[config.mk]
export PLATFORM = sky130hd
export DESIGN_NAME = pcs_sequencer
export DESIGN_NICKNAME = d
export VERILOG_FILES = /design/src/core/pcs_pkg.sv /design/src/core/pcs_stack_ram.sv /design/src/core/pcs_sequencer.sv
export VERILOG_INCLUDE_DIRS = /design/src /design/src/core
export SDC_FILE = /design/constraint.sdc
export NUM_CORES = 1
export LEC_CHECK = 0
export BUFFER_PORTS_ARGS = -buffer_cell sky130_fd_sc_hd__buf_4
export CORE_UTILIZATION = 31
export CTS_CLUSTER_DIAMETER = 150
export DETAILED_ROUTE_END_ITERATION = 10
export SLEW_MARGIN = 25
export SYNTH_ARGS = -nofsm -noshare
export SYNTH_HDL_FRONTEND = slang
export SYNTH_SLANG_ARGS = --single-unit
[constraint.sdc]
create_clock -name clk -period 4.1 [get_ports clk]
set_input_delay 0.205 -clock clk [delete_from_list [all_inputs] [get_ports clk]]
set_output_delay 0.205 -clock clk [all_outputs]
set_load 0.02 [all_outputs]
[src/core/pcs_consts.svh]
// Purpose: Shared constants of the program counter sequencer.
// Assumes: Included by bare name; definitions only.
// Notes: Offsets are byte addresses on the register bus.
`ifndef PCS_CONSTS_SVH
`define PCS_CONSTS_SVH

// ****************************************
// Widths and vectors
// ****************************************
`define PCS_PC_W 21
`define PCS_SP_W 5
`define PCS_STACK_DEPTH 31
`define PCS_RESET_VEC 21'h000000
`define PCS_VEC_HIGH 21'h000008
`define PCS_VEC_LOW 21'h000018
`define PCS_STEP 21'h000002
`define PCS_MEM_SMALL 21'h00C000
`define PCS_MEM_LARGE 21'h010000

// ****************************************
// Register offsets and fields
// ****************************************
`define PCS_OFS_LOW 8'h00
`define PCS_OFS_HLAT 8'h04
`define PCS_OFS_ULAT 8'h08
`define PCS_OFS_CTRL 8'h0C
`define PCS_OFS_STK 8'h10
`define PCS_OFS_TOS 8'h14
`define PCS_CTRL_RUN 0
`define PCS_CTRL_GEL 1
`define PCS_CTRL_GEH 2
`define PCS_STK_FULL 7
`define PCS_CTRL_RST 3'h0
`define PCS_RESP_OK 2'h0
`define PCS_RESP_ERR 2'h2

`endif

[src/core/pcs_pkg.sv]
// Purpose: Types of the program counter sequencer.
// Assumes: Used by scoped names only.
// Notes: Constants live in pcs_consts.svh.
package pcs_pkg;
  // Source that updates the counter in a cycle; after PCS_SRC_NONE, highest first
  typedef enum logic [2:0] {
    PCS_SRC_NONE,
    PCS_SRC_WAKE,
    PCS_SRC_LOAD,
    PCS_SRC_LOWWR,
    PCS_SRC_STEP
  } pcs_src_t;
endpackage

[src/core/pcs_stack_ram.sv]
// Purpose: Return stack storage with registered read data.
// Assumes: One write and one read port on one clock.
// Notes: Location zero exists but is never written by the sequencer.
`timescale 1ns/1ps
`default_nettype none
module pcs_stack_ram #(
  parameter int AW = 5,
  parameter int DW = 21
) (
  input wire logic clk,
  input wire logic we,
  input wire logic [AW-1:0] waddr,
  input wire logic [DW-1:0] wdata,
  input wire logic [AW-1:0] raddr,
  output logic [DW-1:0] rdata_q
);
  logic [DW-1:0] mem [0:(1<<AW)-1];

  // Storage write
  always_ff @(posedge clk) begin
    if (we) begin
      mem[waddr] <= wdata;
    end
  end

  // Registered read, one cycle after the address
  always_ff @(posedge clk) begin
    rdata_q <= mem[raddr];
  end
endmodule
`default_nettype wire

[src/core/pcs_sequencer.sv]
// Purpose: Program counter, latches, vectors and return stack push.
// Assumes: Core control strobes come from logic on clk.
// Notes: Registers reached over AXI4-Lite, one access of each kind.
`timescale 1ns/1ps
`default_nettype none
`include "pcs_consts.svh"
module pcs_sequencer #(
  parameter bit LARGE_MEM = 1'b1
) (
  input wire logic clk,
  input wire logic rst,
  // Core control
  input wire logic step_en,
  input wire logic load_en,
  input wire logic load_push,
  input wire logic [20:0] load_target,
  input wire logic wake_irq,
  input wire logic wake_high,
  // Instruction fetch bus
  output logic [20:0] fetch_addr,
  input wire logic [15:0] fetch_rdata,
  output logic [15:0] fetch_instr_q,
  // AXI4-Lite slave
  input wire logic [7:0] s_axi_awaddr,
  input wire logic s_axi_awvalid,
  output logic s_axi_awready,
  input wire logic [31:0] s_axi_wdata,
  input wire logic [3:0] s_axi_wstrb,
  input wire logic s_axi_wvalid,
  output logic s_axi_wready,
  output logic [1:0] s_axi_bresp,
  output logic s_axi_bvalid,
  input wire logic s_axi_bready,
  input wire logic [7:0] s_axi_araddr,
  input wire logic s_axi_arvalid,
  output logic s_axi_arready,
  output logic [31:0] s_axi_rdata,
  output logic [1:0] s_axi_rresp,
  output logic s_axi_rvalid,
  input wire logic s_axi_rready
);
  localparam logic [20:0] MEM_TOP = LARGE_MEM ? `PCS_MEM_LARGE : `PCS_MEM_SMALL;
  localparam logic [4:0] SP_MAX = 5'(`PCS_STACK_DEPTH);

  // ****************************************
  // Helper functions
  // ****************************************
  // Clear bit zero
  function automatic logic [20:0] align(input logic [20:0] v);
    align = {v[20:1], 1'b0};
  endfunction

  // Known register offset
  function automatic logic mapped(input logic [7:0] a);
    mapped = (a == `PCS_OFS_LOW) || (a == `PCS_OFS_HLAT) || (a == `PCS_OFS_ULAT) ||
             (a == `PCS_OFS_CTRL) || (a == `PCS_OFS_STK) || (a == `PCS_OFS_TOS);
  endfunction

  // ****************************************
  // State
  // ****************************************
  // 21-bit byte counter
  logic [20:0] pc_q, pc_d;
  logic [7:0] high_byte_latch_q;
  logic [4:0] upper_byte_latch_q;
  logic [2:0] ctrl_q;
  logic [4:0] sp_q, sp_d;
  logic full_q;
  logic [20:0] tos_q;
  pcs_pkg::pcs_src_t src;
  logic [7:0] aw_addr_q;
  logic aw_have_q;
  logic [31:0] w_data_q;
  logic [3:0] w_strb_q;
  logic w_have_q;
  logic bvalid_q;
  logic [1:0] bresp_q;
  logic rvalid_q;
  logic [1:0] rresp_q;
  logic [31:0] rdata_q;
  logic wr_fire, rd_fire;
  logic low_wr, low_rd, hlat_wr, ulat_wr, ctrl_wr, stk_wr;
  logic wake_vec, push, push_ok;
  logic [20:0] push_val;
  logic [20:0] wake_target;

  // ****************************************
  // Register bus: write path
  // ****************************************
  assign s_axi_awready = !aw_have_q;
  assign s_axi_wready = !w_have_q;
  assign s_axi_bvalid = bvalid_q;
  assign s_axi_bresp = bresp_q;
  // Write completes once address and data are both held and no response is pending
  assign wr_fire = aw_have_q && w_have_q && !bvalid_q;

  // Capture address and data in either order
  always_ff @(posedge clk) begin
    if (rst) begin
      aw_have_q <= 1'b0;
      aw_addr_q <= 8'h00;
    end else if (s_axi_awvalid && s_axi_awready) begin
      aw_have_q <= 1'b1;
      aw_addr_q <= s_axi_awaddr;
    end else if (wr_fire) begin
      aw_have_q <= 1'b0;
    end
  end

  always_ff @(posedge clk) begin
    if (rst) begin
      w_have_q <= 1'b0;
      w_data_q <= 32'h00000000;
      w_strb_q <= 4'h0;
    end else if (s_axi_wvalid && s_axi_wready) begin
      w_have_q <= 1'b1;
      w_data_q <= s_axi_wdata;
      w_strb_q <= s_axi_wstrb;
    end else if (wr_fire) begin
      w_have_q <= 1'b0;
    end
  end

  // Response held until the master takes it
  always_ff @(posedge clk) begin
    if (rst) begin
      bvalid_q <= 1'b0;
      bresp_q <= `PCS_RESP_OK;
    end else if (wr_fire) begin
      bvalid_q <= 1'b1;
      bresp_q <= mapped(aw_addr_q) ? `PCS_RESP_OK : `PCS_RESP_ERR;
    end else if (s_axi_bready) begin
      bvalid_q <= 1'b0;
    end
  end

  // Only byte lane 0 carries register data
  assign low_wr = wr_fire && w_strb_q[0] && (aw_addr_q == `PCS_OFS_LOW);
  assign hlat_wr = wr_fire && w_strb_q[0] && (aw_addr_q == `PCS_OFS_HLAT);
  assign ulat_wr = wr_fire && w_strb_q[0] && (aw_addr_q == `PCS_OFS_ULAT);
  assign ctrl_wr = wr_fire && w_strb_q[0] && (aw_addr_q == `PCS_OFS_CTRL);
  assign stk_wr = wr_fire && w_strb_q[0] && (aw_addr_q == `PCS_OFS_STK);

  // ****************************************
  // Register bus: read path
  // ****************************************
  assign s_axi_arready = !rvalid_q;
  assign s_axi_rvalid = rvalid_q;
  assign s_axi_rdata = rdata_q;
  assign s_axi_rresp = rresp_q;
  assign rd_fire = s_axi_arvalid && !rvalid_q;
  assign low_rd = rd_fire && (s_axi_araddr == `PCS_OFS_LOW);

  // Read data one cycle after the address is taken
  always_ff @(posedge clk) begin
    if (rst) begin
      rvalid_q <= 1'b0;
      rresp_q <= `PCS_RESP_OK;
      rdata_q <= 32'h00000000;
    end else if (rd_fire) begin
      rvalid_q <= 1'b1;
      rresp_q <= mapped(s_axi_araddr) ? `PCS_RESP_OK : `PCS_RESP_ERR;
      case (s_axi_araddr)
        `PCS_OFS_LOW: begin
          rdata_q <= {24'h000000, pc_q[7:0]};
        end
        `PCS_OFS_HLAT: begin
          rdata_q <= {24'h000000, high_byte_latch_q};
        end
        `PCS_OFS_ULAT: begin
          rdata_q <= {27'h0000000, upper_byte_latch_q};
        end
        `PCS_OFS_CTRL: begin
          rdata_q <= {29'h00000000, ctrl_q};
        end
        `PCS_OFS_STK: begin
          rdata_q <= {24'h000000, full_q, 2'h0, sp_q};
        end
        `PCS_OFS_TOS: begin
          rdata_q <= {11'h000, tos_q};
        end
        default: begin
          rdata_q <= 32'h00000000;
        end
      endcase
    end else if (s_axi_rready) begin
      rvalid_q <= 1'b0;
    end
  end

  // ****************************************
  // Control register and latches
  // ****************************************
  // Control: run, low and high priority global enables
  always_ff @(posedge clk) begin
    if (rst) begin
      ctrl_q <= `PCS_CTRL_RST;
    end else if (ctrl_wr) begin
      ctrl_q <= w_data_q[2:0];
    end
  end

  // Latches: a low byte read refreshes them, a direct write wins
  always_ff @(posedge clk) begin
    if (rst) begin
      high_byte_latch_q <= 8'h00;
      upper_byte_latch_q <= 5'h00;
    end else begin
      if (low_rd) begin
        high_byte_latch_q <= pc_q[15:8];
        upper_byte_latch_q <= pc_q[20:16];
      end
      if (hlat_wr) begin
        high_byte_latch_q <= w_data_q[7:0];
      end
      if (ulat_wr) begin
        upper_byte_latch_q <= w_data_q[4:0];
      end
    end
  end

  // ****************************************
  // Counter update
  // ****************************************
  // Vector on enabled wake
  assign wake_vec = wake_irq && (ctrl_q[`PCS_CTRL_GEL] || ctrl_q[`PCS_CTRL_GEH]);
  assign wake_target = wake_high ? `PCS_VEC_HIGH : `PCS_VEC_LOW;

  // Pick the one source that moves the counter this cycle
  always_comb begin
    if (wake_vec) begin
      src = pcs_pkg::PCS_SRC_WAKE;
    end else if (load_en) begin
      src = pcs_pkg::PCS_SRC_LOAD;
    end else if (low_wr) begin
      src = pcs_pkg::PCS_SRC_LOWWR;
    end else if (step_en && ctrl_q[`PCS_CTRL_RUN]) begin
      src = pcs_pkg::PCS_SRC_STEP;
    end else begin
      src = pcs_pkg::PCS_SRC_NONE;
    end
  end

  always_comb begin
    case (src)
      pcs_pkg::PCS_SRC_WAKE: begin
        pc_d = wake_target;
      end
      pcs_pkg::PCS_SRC_LOAD: begin
        pc_d = align(load_target);
      end
      pcs_pkg::PCS_SRC_LOWWR: begin
        pc_d = align({upper_byte_latch_q, high_byte_latch_q, w_data_q[7:0]});
      end
      pcs_pkg::PCS_SRC_STEP: begin
        pc_d = align(pc_q + `PCS_STEP);
      end
      default: begin
        pc_d = pc_q;
      end
    endcase
  end

  // Reset to vector zero; width, bit zero
  always_ff @(posedge clk) begin
    if (rst) begin
      pc_q <= `PCS_RESET_VEC;
    end else begin
      pc_q <= align(pc_d);
    end
  end

  // ****************************************
  // Return stack push
  // ****************************************
  // Wake or call pushes
  assign push = wake_vec || (load_en && load_push);
  // Interrupt saves the current counter, a call the next word
  assign push_val = wake_vec ? pc_q : align(pc_q + `PCS_STEP);
  assign push_ok = push && (sp_q != SP_MAX);

  // Increment then write at new pointer
  always_comb begin
    sp_d = sp_q;
    if (push_ok) begin
      sp_d = sp_q + 5'h01;
    end else if (stk_wr) begin
      sp_d = w_data_q[4:0];
    end
  end

  always_ff @(posedge clk) begin
    if (rst) begin
      sp_q <= 5'h00;
    end else begin
      sp_q <= sp_d;
    end
  end

  // Full flag: set by the 31st push, cleared by writing 1; set wins
  always_ff @(posedge clk) begin
    if (rst) begin
      full_q <= 1'b0;
    end else if (push && (sp_d == SP_MAX)) begin
      full_q <= 1'b1;
    end else if (stk_wr && w_data_q[`PCS_STK_FULL]) begin
      full_q <= 1'b0;
    end
  end

  // Stack storage, top of stack lags the pointer by one cycle
  pcs_stack_ram #(
    .AW(`PCS_SP_W),
    .DW(`PCS_PC_W)
  ) u_stack (
    .clk(clk),
    .we(push_ok),
    .waddr(sp_d),
    .wdata(push_val),
    .raddr(sp_q),
    .rdata_q(tos_q)
  );

  // ****************************************
  // Instruction fetch bus
  // ****************************************
  // Own bus, no arbitration with registers
  assign fetch_addr = pc_q;

  always_ff @(posedge clk) begin
    if (rst) begin
      fetch_instr_q <= 16'h0000;
    end else if (pc_q >= MEM_TOP) begin
      fetch_instr_q <= 16'h0000;
    end else begin
      fetch_instr_q <= fetch_rdata;
    end
  end
endmodule
`default_nettype wire

==> metrics.yaml, run 1 <==
power.density_nw_per_um2: 449
port_buffers: 136
cts_tree: "built"
cts_root_buf: "clkbuf_16"
postSynthCellCount: 1596
grt_usage_pct: 14.4
place_inst: 2976
final_cells: 3183
hold_buffers: 69
synth_top_area_share_pct: 64.2
synthFlopType: "edfxtp_1"
hold_viol_final: 0
wl_um: 71000
yosysWarnings: 0
fmax_mhz: 287
power.switching_mw: 3.44
vias: 15858
worst_setup_path_start_kind: "flip-flop"
grt_pass1_vias: 16232
syn_area_sq_um: 30000
power_leakage_nw: 11.7
cts-resized-gates: 0
wl_per_cell_um: 22.3
ioPinCount: 179
swShare_pct: 21.3
peakVddDrop_mv: 0.257
pwr-share-comb_pct: 5.9
antenna_found_initial: 2
path_class: "flip-flop to flip-flop"
outcome: "completed"
floorplan.initialDensity_pct: 31.4
synth_area_per_cell_sq_um: 18.8
ys_top_cells_by_area: "edfxtp_1 64%, mux4_2 15%, dfxtp_1 8.2%"
post_drt_via_cell_ratio: 4.98
cts_buffers: 76
grt_max_degree: 164
ys_seq_elements: 762
fin_setup_tns_ns: 0
routabilityCongestion: 0.877
grt_overflow: 0
dp_hpwl_um: 42800
synth_top_family_by_area: "multiplexers"
report.final.slew_viol_count: 0
die_height_um: 313
yosys.area_share.simple_pct: 5.04
period_needed_ns: 3.48
cp.arrival_ns: 3.73
cts_setup_buffers: 0
slew_headroom_pct: 30.6
rsz0062_at_grt: "false"
async_flop_share_pct: 0
cp-end-kind: "flip-flop"
fp.dieW_um: 313
drc_errors: 0
insertion_delay_ns: 0.62
grt_pass1_wl_um: 106000
ant_nets: 0
synthAdderAreaFrac_pct: 0.167
drt-initial-drc-count: 1443
num_antenna_cells: 0
yosys-top-cells-count: "640 x edfxtp_1, 203 x mux4_2, 122 x dfxtp_1"
muxShareOfSynthArea_pct: 17.2
coreArea_sq_um: 95300
p_seq_share_pct: 52.8
row_count: 113
p_total_mw: 16.2
layout-drive-gt1-share_pct: 31.8
seq_area_frac_synth_pct: 72.3
h-tree-depth: 3
ys_types: 65
critPathRequiredTime_ns: 4.35
dieArea_sq_um: 97900
clk_pin_slew_ns: 0.06
clock-sinks: 762
synthToLayoutAreaGrowth_pct: 20.6
clkPwrFrac_pct: 41.3
nFillCells: 8658
period_share_pct: 84.9
synth-edff-count: 640
clock_skew_ns: 0.0246
path_max_fanout: 20
synth_compound_area_share_pct: 2.52
min_path_type: "primary input to flip-flop"
power.internal_mw: 12.8
cap_violations: 0
worstMarginPinSlew_ns: 1.04
setup_violations: 0
cts_buffer_depth: 3
yosysMostFrequentCell: "edfxtp_1"
design.final.nets: 1964
first_pass_iters: 5
yosys.area.top_type: "edfxtp_1"
synth-xor-area-share_pct: 1.05
[worst max-delay path, cell delays in order (launching register included)]
cell	delay [ns]
dfxtp_1	0.31
or4_4	0.57
and4bb_1	0.60
mux2_2	0.41
mux2i_1	0.39
nand2b_1	0.26
nor2_2	0.15
buf_4	0.40
[area by class of cell]
type	instances	area, sq um	area share (%)
well taps	1265	1580	4.38
flip-flops and latches	762	21700	60.0
repair buffers	277	2320	6.43
clock inverters	29	246	0.682
multi-input cells	731	8120	22.5
clock buffers	108	2150	5.94
inverters	11	41.3	0.114
[cell usage in the layout (no fill, tap or decap), types with 23 or more instances in the layout]
| cell type | instances |
|---|---|
| dfxtp_1 | 118 |
| buf_4 | 203 |
| edfxtp_1 | 640 |
| mux4_2 | 203 |
| a21oi_1 | 49 |
| clkbuf_16 | 79 |
| nor2_2 | 31 |
| nand3_1 | 31 |
| dlygate4sd3_1 | 69 |
| clkbuf_1 | 23 |
| nand2_1 | 76 |
| mux2_2 | 24 |
| mux2i_1 | 30 |
| nor2_1 | 80 |
[state kept, by name (all words and copies together) (netlist names)]
register            flops
w_strb_q                1
s_axi_rresp             1
s_axi_rdata            21
aw_have_q               1
u_stack.mem           640
ctrl_q                  3
fetch_instr_q          16
w_data_q                8
high_byte_latch_q       8
w_have_q                1
u_stack.rdata_q        20
s_axi_bresp             1
sp_q                    5
upper_byte_latch_q      5
aw_addr_q               8
s_axi_bvalid            1
s_axi_rvalid            1
full_q                  1
fetch_addr             20
[cell families (layout without fill, tap and decap cells)]
| group | after synthesis | count (layout) |
|---|---|---|
| simple gates | 309 | 309 |
| fa+ha+maj | 4 | 4 |
| buf+inv | 116 | 425 |
| mux | 257 | 257 |
| flops | 762 | 762 |
| xor+xnor | 36 | 36 |
| compound gates | 111 | 111 |
| other cells | 1 | 14 |
[routing by layer]
layer  vias to the layer above  global-route usage, %  wire, um
li1                       6911                      -         -
met1                      8263                   19.1     29600
met2                       592                   23.9     35000
met3                        92                   2.63      4780
met4                         0                   4.82      1610
met5                         -                      0         0
[final timing paths]
kind / from / endpoint / slack [ns] / cells past startpoint
min: load_en / fetch_addr[12] / 0.05 / 3
max: aw_addr_q[0] / u_stack.mem[14][1] / 0.62 / 7
max reg2reg: aw_addr_q[0] / u_stack.mem[14][1] / 0.62 / 7
min reg2reg: s_axi_rdata[14] / s_axi_rdata[14] / 0.46 / 2
[power by group through the flow]
| stage | Combinational, mW | Sequential, mW | Clock (mW) |
|---|---|---|---|
| 4_1_cts | 0.962 | 8.56 | 6.85 |
| 5_1_grt | 1.03 | 8.56 | 7.13 |
| 3_5_place_dp | 0.905 | 8.73 | 0 |
| 3_3_place_gp | 0.883 | 8.72 | 0 |
| 2_1_floorplan | 0.563 | 8.71 | 0 |
| 6_report | 0.959 | 8.56 | 6.69 |
[per-stage QoR]
step	util, %	instance area, sq um	setup WS (ns)	hold slack [ns]
finish	37.9	36100	0.619	0.0498
global route	37.9	36100	0.535	0.0350
CTS	37.8	36100	0.676	0.00977
detailed placement	34.6	33000	0.707	0.411
global placement	34.6	33000	0.756	0.411
floorplan	-	30000	0.0586	0.316
No activity file was read; power rests on OpenSTA's default activity.
==> inputs of run 2 (changes only) <==
--- a/config.mk
+++ b/config.mk
@@ -6,6 +6,7 @@
 export SDC_FILE = /design/constraint.sdc
 export NUM_CORES = 1
 export LEC_CHECK = 0
+export ABC_AREA = 1
 export BUFFER_PORTS_ARGS = -buffer_cell sky130_fd_sc_hd__buf_4
 export CORE_UTILIZATION = 31
 export CTS_CLUSTER_DIAMETER = 150
==> constraint.sdc (replaced) <==
create_clock -name clk -period 3.45 [get_ports clk]
set_input_delay 0.1725 -clock clk [delete_from_list [all_inputs] [get_ports clk]]
set_output_delay 0.1725 -clock clk [all_outputs]
set_load 0.02 [all_outputs]
==> metrics.yaml, run 2 <==
outcome: "completed"
synthToLayoutAreaGrowth_pct: 19.5
p_total_mw: 20.1
synth_top_area_share_pct: 62.3
fin_setup_tns_ns: 0
power_leakage_nw: 12.7
wl_per_cell_um: 21.3
grt_pass1_wl_um: 130000
cts_tree: "built"
path_max_fanout: 33
setup_violations: 0
grt_max_degree: 127
drc_errors: 0
critPathRequiredTime_ns: 4.01
post_dp_cell_area_sq_um: 33700
worst_setup_path_start_kind: "flip-flop"
cap_violations: 0
routabilityCongestion: 0.923
regToRegEndpoint: "fetch_addr[16]"
design.final.nets: 2939
cp-end-kind: "flip-flop"
ys_top_cells_by_area: "edfxtp_1 62%, dfxtp_1 7.9%, o21ai_0 6.4%"
h-tree-depth: 3
ioPinCount: 179
min_from: "step_en"
worst_slack_ns: 0.526
slew_headroom_pct: 27.1
clk_pin_slew_ns: 0.06
num_antenna_cells: 0
grt_usage_pct: 17.2
synthFlopType: "edfxtp_1"
final-seq-area_sq_um: 21700
async_flop_share_pct: 0
yosysWarnings: 0
row_count: 115
drt-initial-drc-count: 2164
grt_pass1_vias: 20395
reg2reg_depth: 11
antenna_found_initial: 0
min_path_type: "primary input to flip-flop"
synth_area_per_cell_sq_um: 11.8
post_drt_via_cell_ratio: 5.17
fmax_mhz: 342
report.final.slew_viol_count: 0
dieArea_sq_um: 101000
coreArea_sq_um: 98400
floorplan.initialDensity_pct: 31.3
clock_skew_ns: 0.0254
max_flop_register: "u_stack.mem"
cts_setup_buffers: 0
final_cell_mix: "640 x edfxtp_1, 428 x nor2_1, 376 x o21ai_0"
ys_seq_elements: 762
layout.cells.most_common: "edfxtp_1"
postSynthCellCount: 2612
wl_um: 89100
ant_nets: 0
hold_viol_final: 0
r2r_start: "ctrl_q[2]"
syn_area_sq_um: 30800
port_buffers: 136
final_core_util_pct: 37.5
dp_hpwl_um: 52500
cts_buffer_depth: 3
grt_overflow: 0
r2r_slack_ns: 0.53
multi_input_area_sq_um: 8080
rsz0062_at_grt: "false"
path_class: "flip-flop to flip-flop"
worstMarginPinSlew_ns: 1.09
yosysMostFrequentCell: "edfxtp_1"
period_needed_ns: 2.92
cts_buffers: 78
fin_area_sq_um: 36900
yosys.area.top_type: "edfxtp_1"
cp.arrival_ns: 3.49
vias: 21618
peakVddDrop_mv: 0.350
synth-edff-count: 640
ys_types: 51
power.density_nw_per_um2: 546
insertion_delay_ns: 0.62
fp.dieW_um: 317
layout-drive-gt1-share_pct: 15.5
holdPathEnd: "fetch_addr[4]"
yosys-top-cells-count: "640 x edfxtp_1, 460 x nor2_1, 395 x o21ai_0"
period_share_pct: 84.8
clock-sinks: 762
first_pass_iters: 5
seq_area_frac_synth_pct: 70.2
largest_reg_flops: 640
die_height_um: 317
place_ws_ns: 0.709
nFillCells: 9504
hold_depth: 7
cts_root_buf: "clkbuf_16"
==> run 2: cell count changes in the layout (fill, tap and decap cells not counted), sizes merged, moves of 21 or more <==
| cell | previous run | this run |
|---|---|---|
| mux4 | 203 | 0 |
| o22ai | 3 | 47 |
| buf | 208 | 235 |
| xnor2 | 22 | 1 |
| nand3 | 31 | 100 |
| nor2 | 111 | 468 |
| mux2i | 30 | 0 |
| mux2 | 24 | 0 |
| inv | 14 | 113 |
| o221ai | 1 | 121 |
| nand2 | 76 | 211 |
| o21ai | 9 | 458 |
==> run 2: worst max path at each step <==
stage               slack (ns)  cells past startpoint            endpoint           from
floorplan                 0.30                      8  u_stack.mem[0][15]  fetch_addr[2]
global placement          0.73                     12  u_stack.mem[24][3]        sp_q[1]
detailed placement        0.71                     12  u_stack.mem[26][3]        sp_q[1]
CTS                       0.60                     11      fetch_addr[16]      ctrl_q[2]
global route              0.38                     11      fetch_addr[16]      ctrl_q[2]
finish                    0.53                     11      fetch_addr[16]      ctrl_q[2]
==> run 2: per-layer routing <==
layer	track usage, %	part of all wire (%)	wire, um
met5	0	0	0
met4	5.48	2.6	2350
met3	2.19	7.1	6360
met2	28.0	47	42200
met1	23.7	43	38200
==> run 2: worst max-delay path, cell delays in order (launching register included) <==
cell and delay, ns:
dfxtp_1 0.35, o21ai_4 0.20, buf_4 0.44, nand2_1 0.15, inv_2 0.12, nand3_2 0.38
inv_2 0.29, nand2_1 0.15, nand2_1 0.11, nor2_1 0.04, nor2_1 0.08, dlygate4sd3_1 0.55
==> run 2: stage by stage <==
step	hold slack, ns	std cells
2_1_floorplan	0.285	2625
3_3_place_gp	0.388	3972
3_5_place_dp	0.393	3972
4_1_cts	0.0732	4182
5_1_grt	0.138	4182
6_report	0.108	4182
==> run 2: cell type report <==
type	instances	area share, %
Sequential cell	762	58.8
Multi-Input combinational cell	1571	21.9
Inverter	117	1.24
Timing Repair Buffer	304	7.10
Tap cell	1287	4.37
Clock inverter	31	0.635
Clock buffer	110	5.93
==> run 2: cell families after synthesis <==
group	after synthesis	synth area share, %
adders and majority gates	4	0.162
and+or+nand+nor	805	10.8
other	1	0.0122
xor gates and xnor gates	16	0.454
AOI/OAI and AO/OA	732	14.1
buffers and inverters	292	4.26
DFF	762	70.2
==> run 2: where the power goes <==
part           switching (mW)  internal (mW)
clock                    3.46           4.64
sequential              0.108           10.1
combinational            1.25          0.539
==> run 2: repair_timing <==
item                                   4_1_cts  5_1_grt
endpoints found under the hold margin       72        0
gates resized for setup                      0        0
hold buffers                                69        0
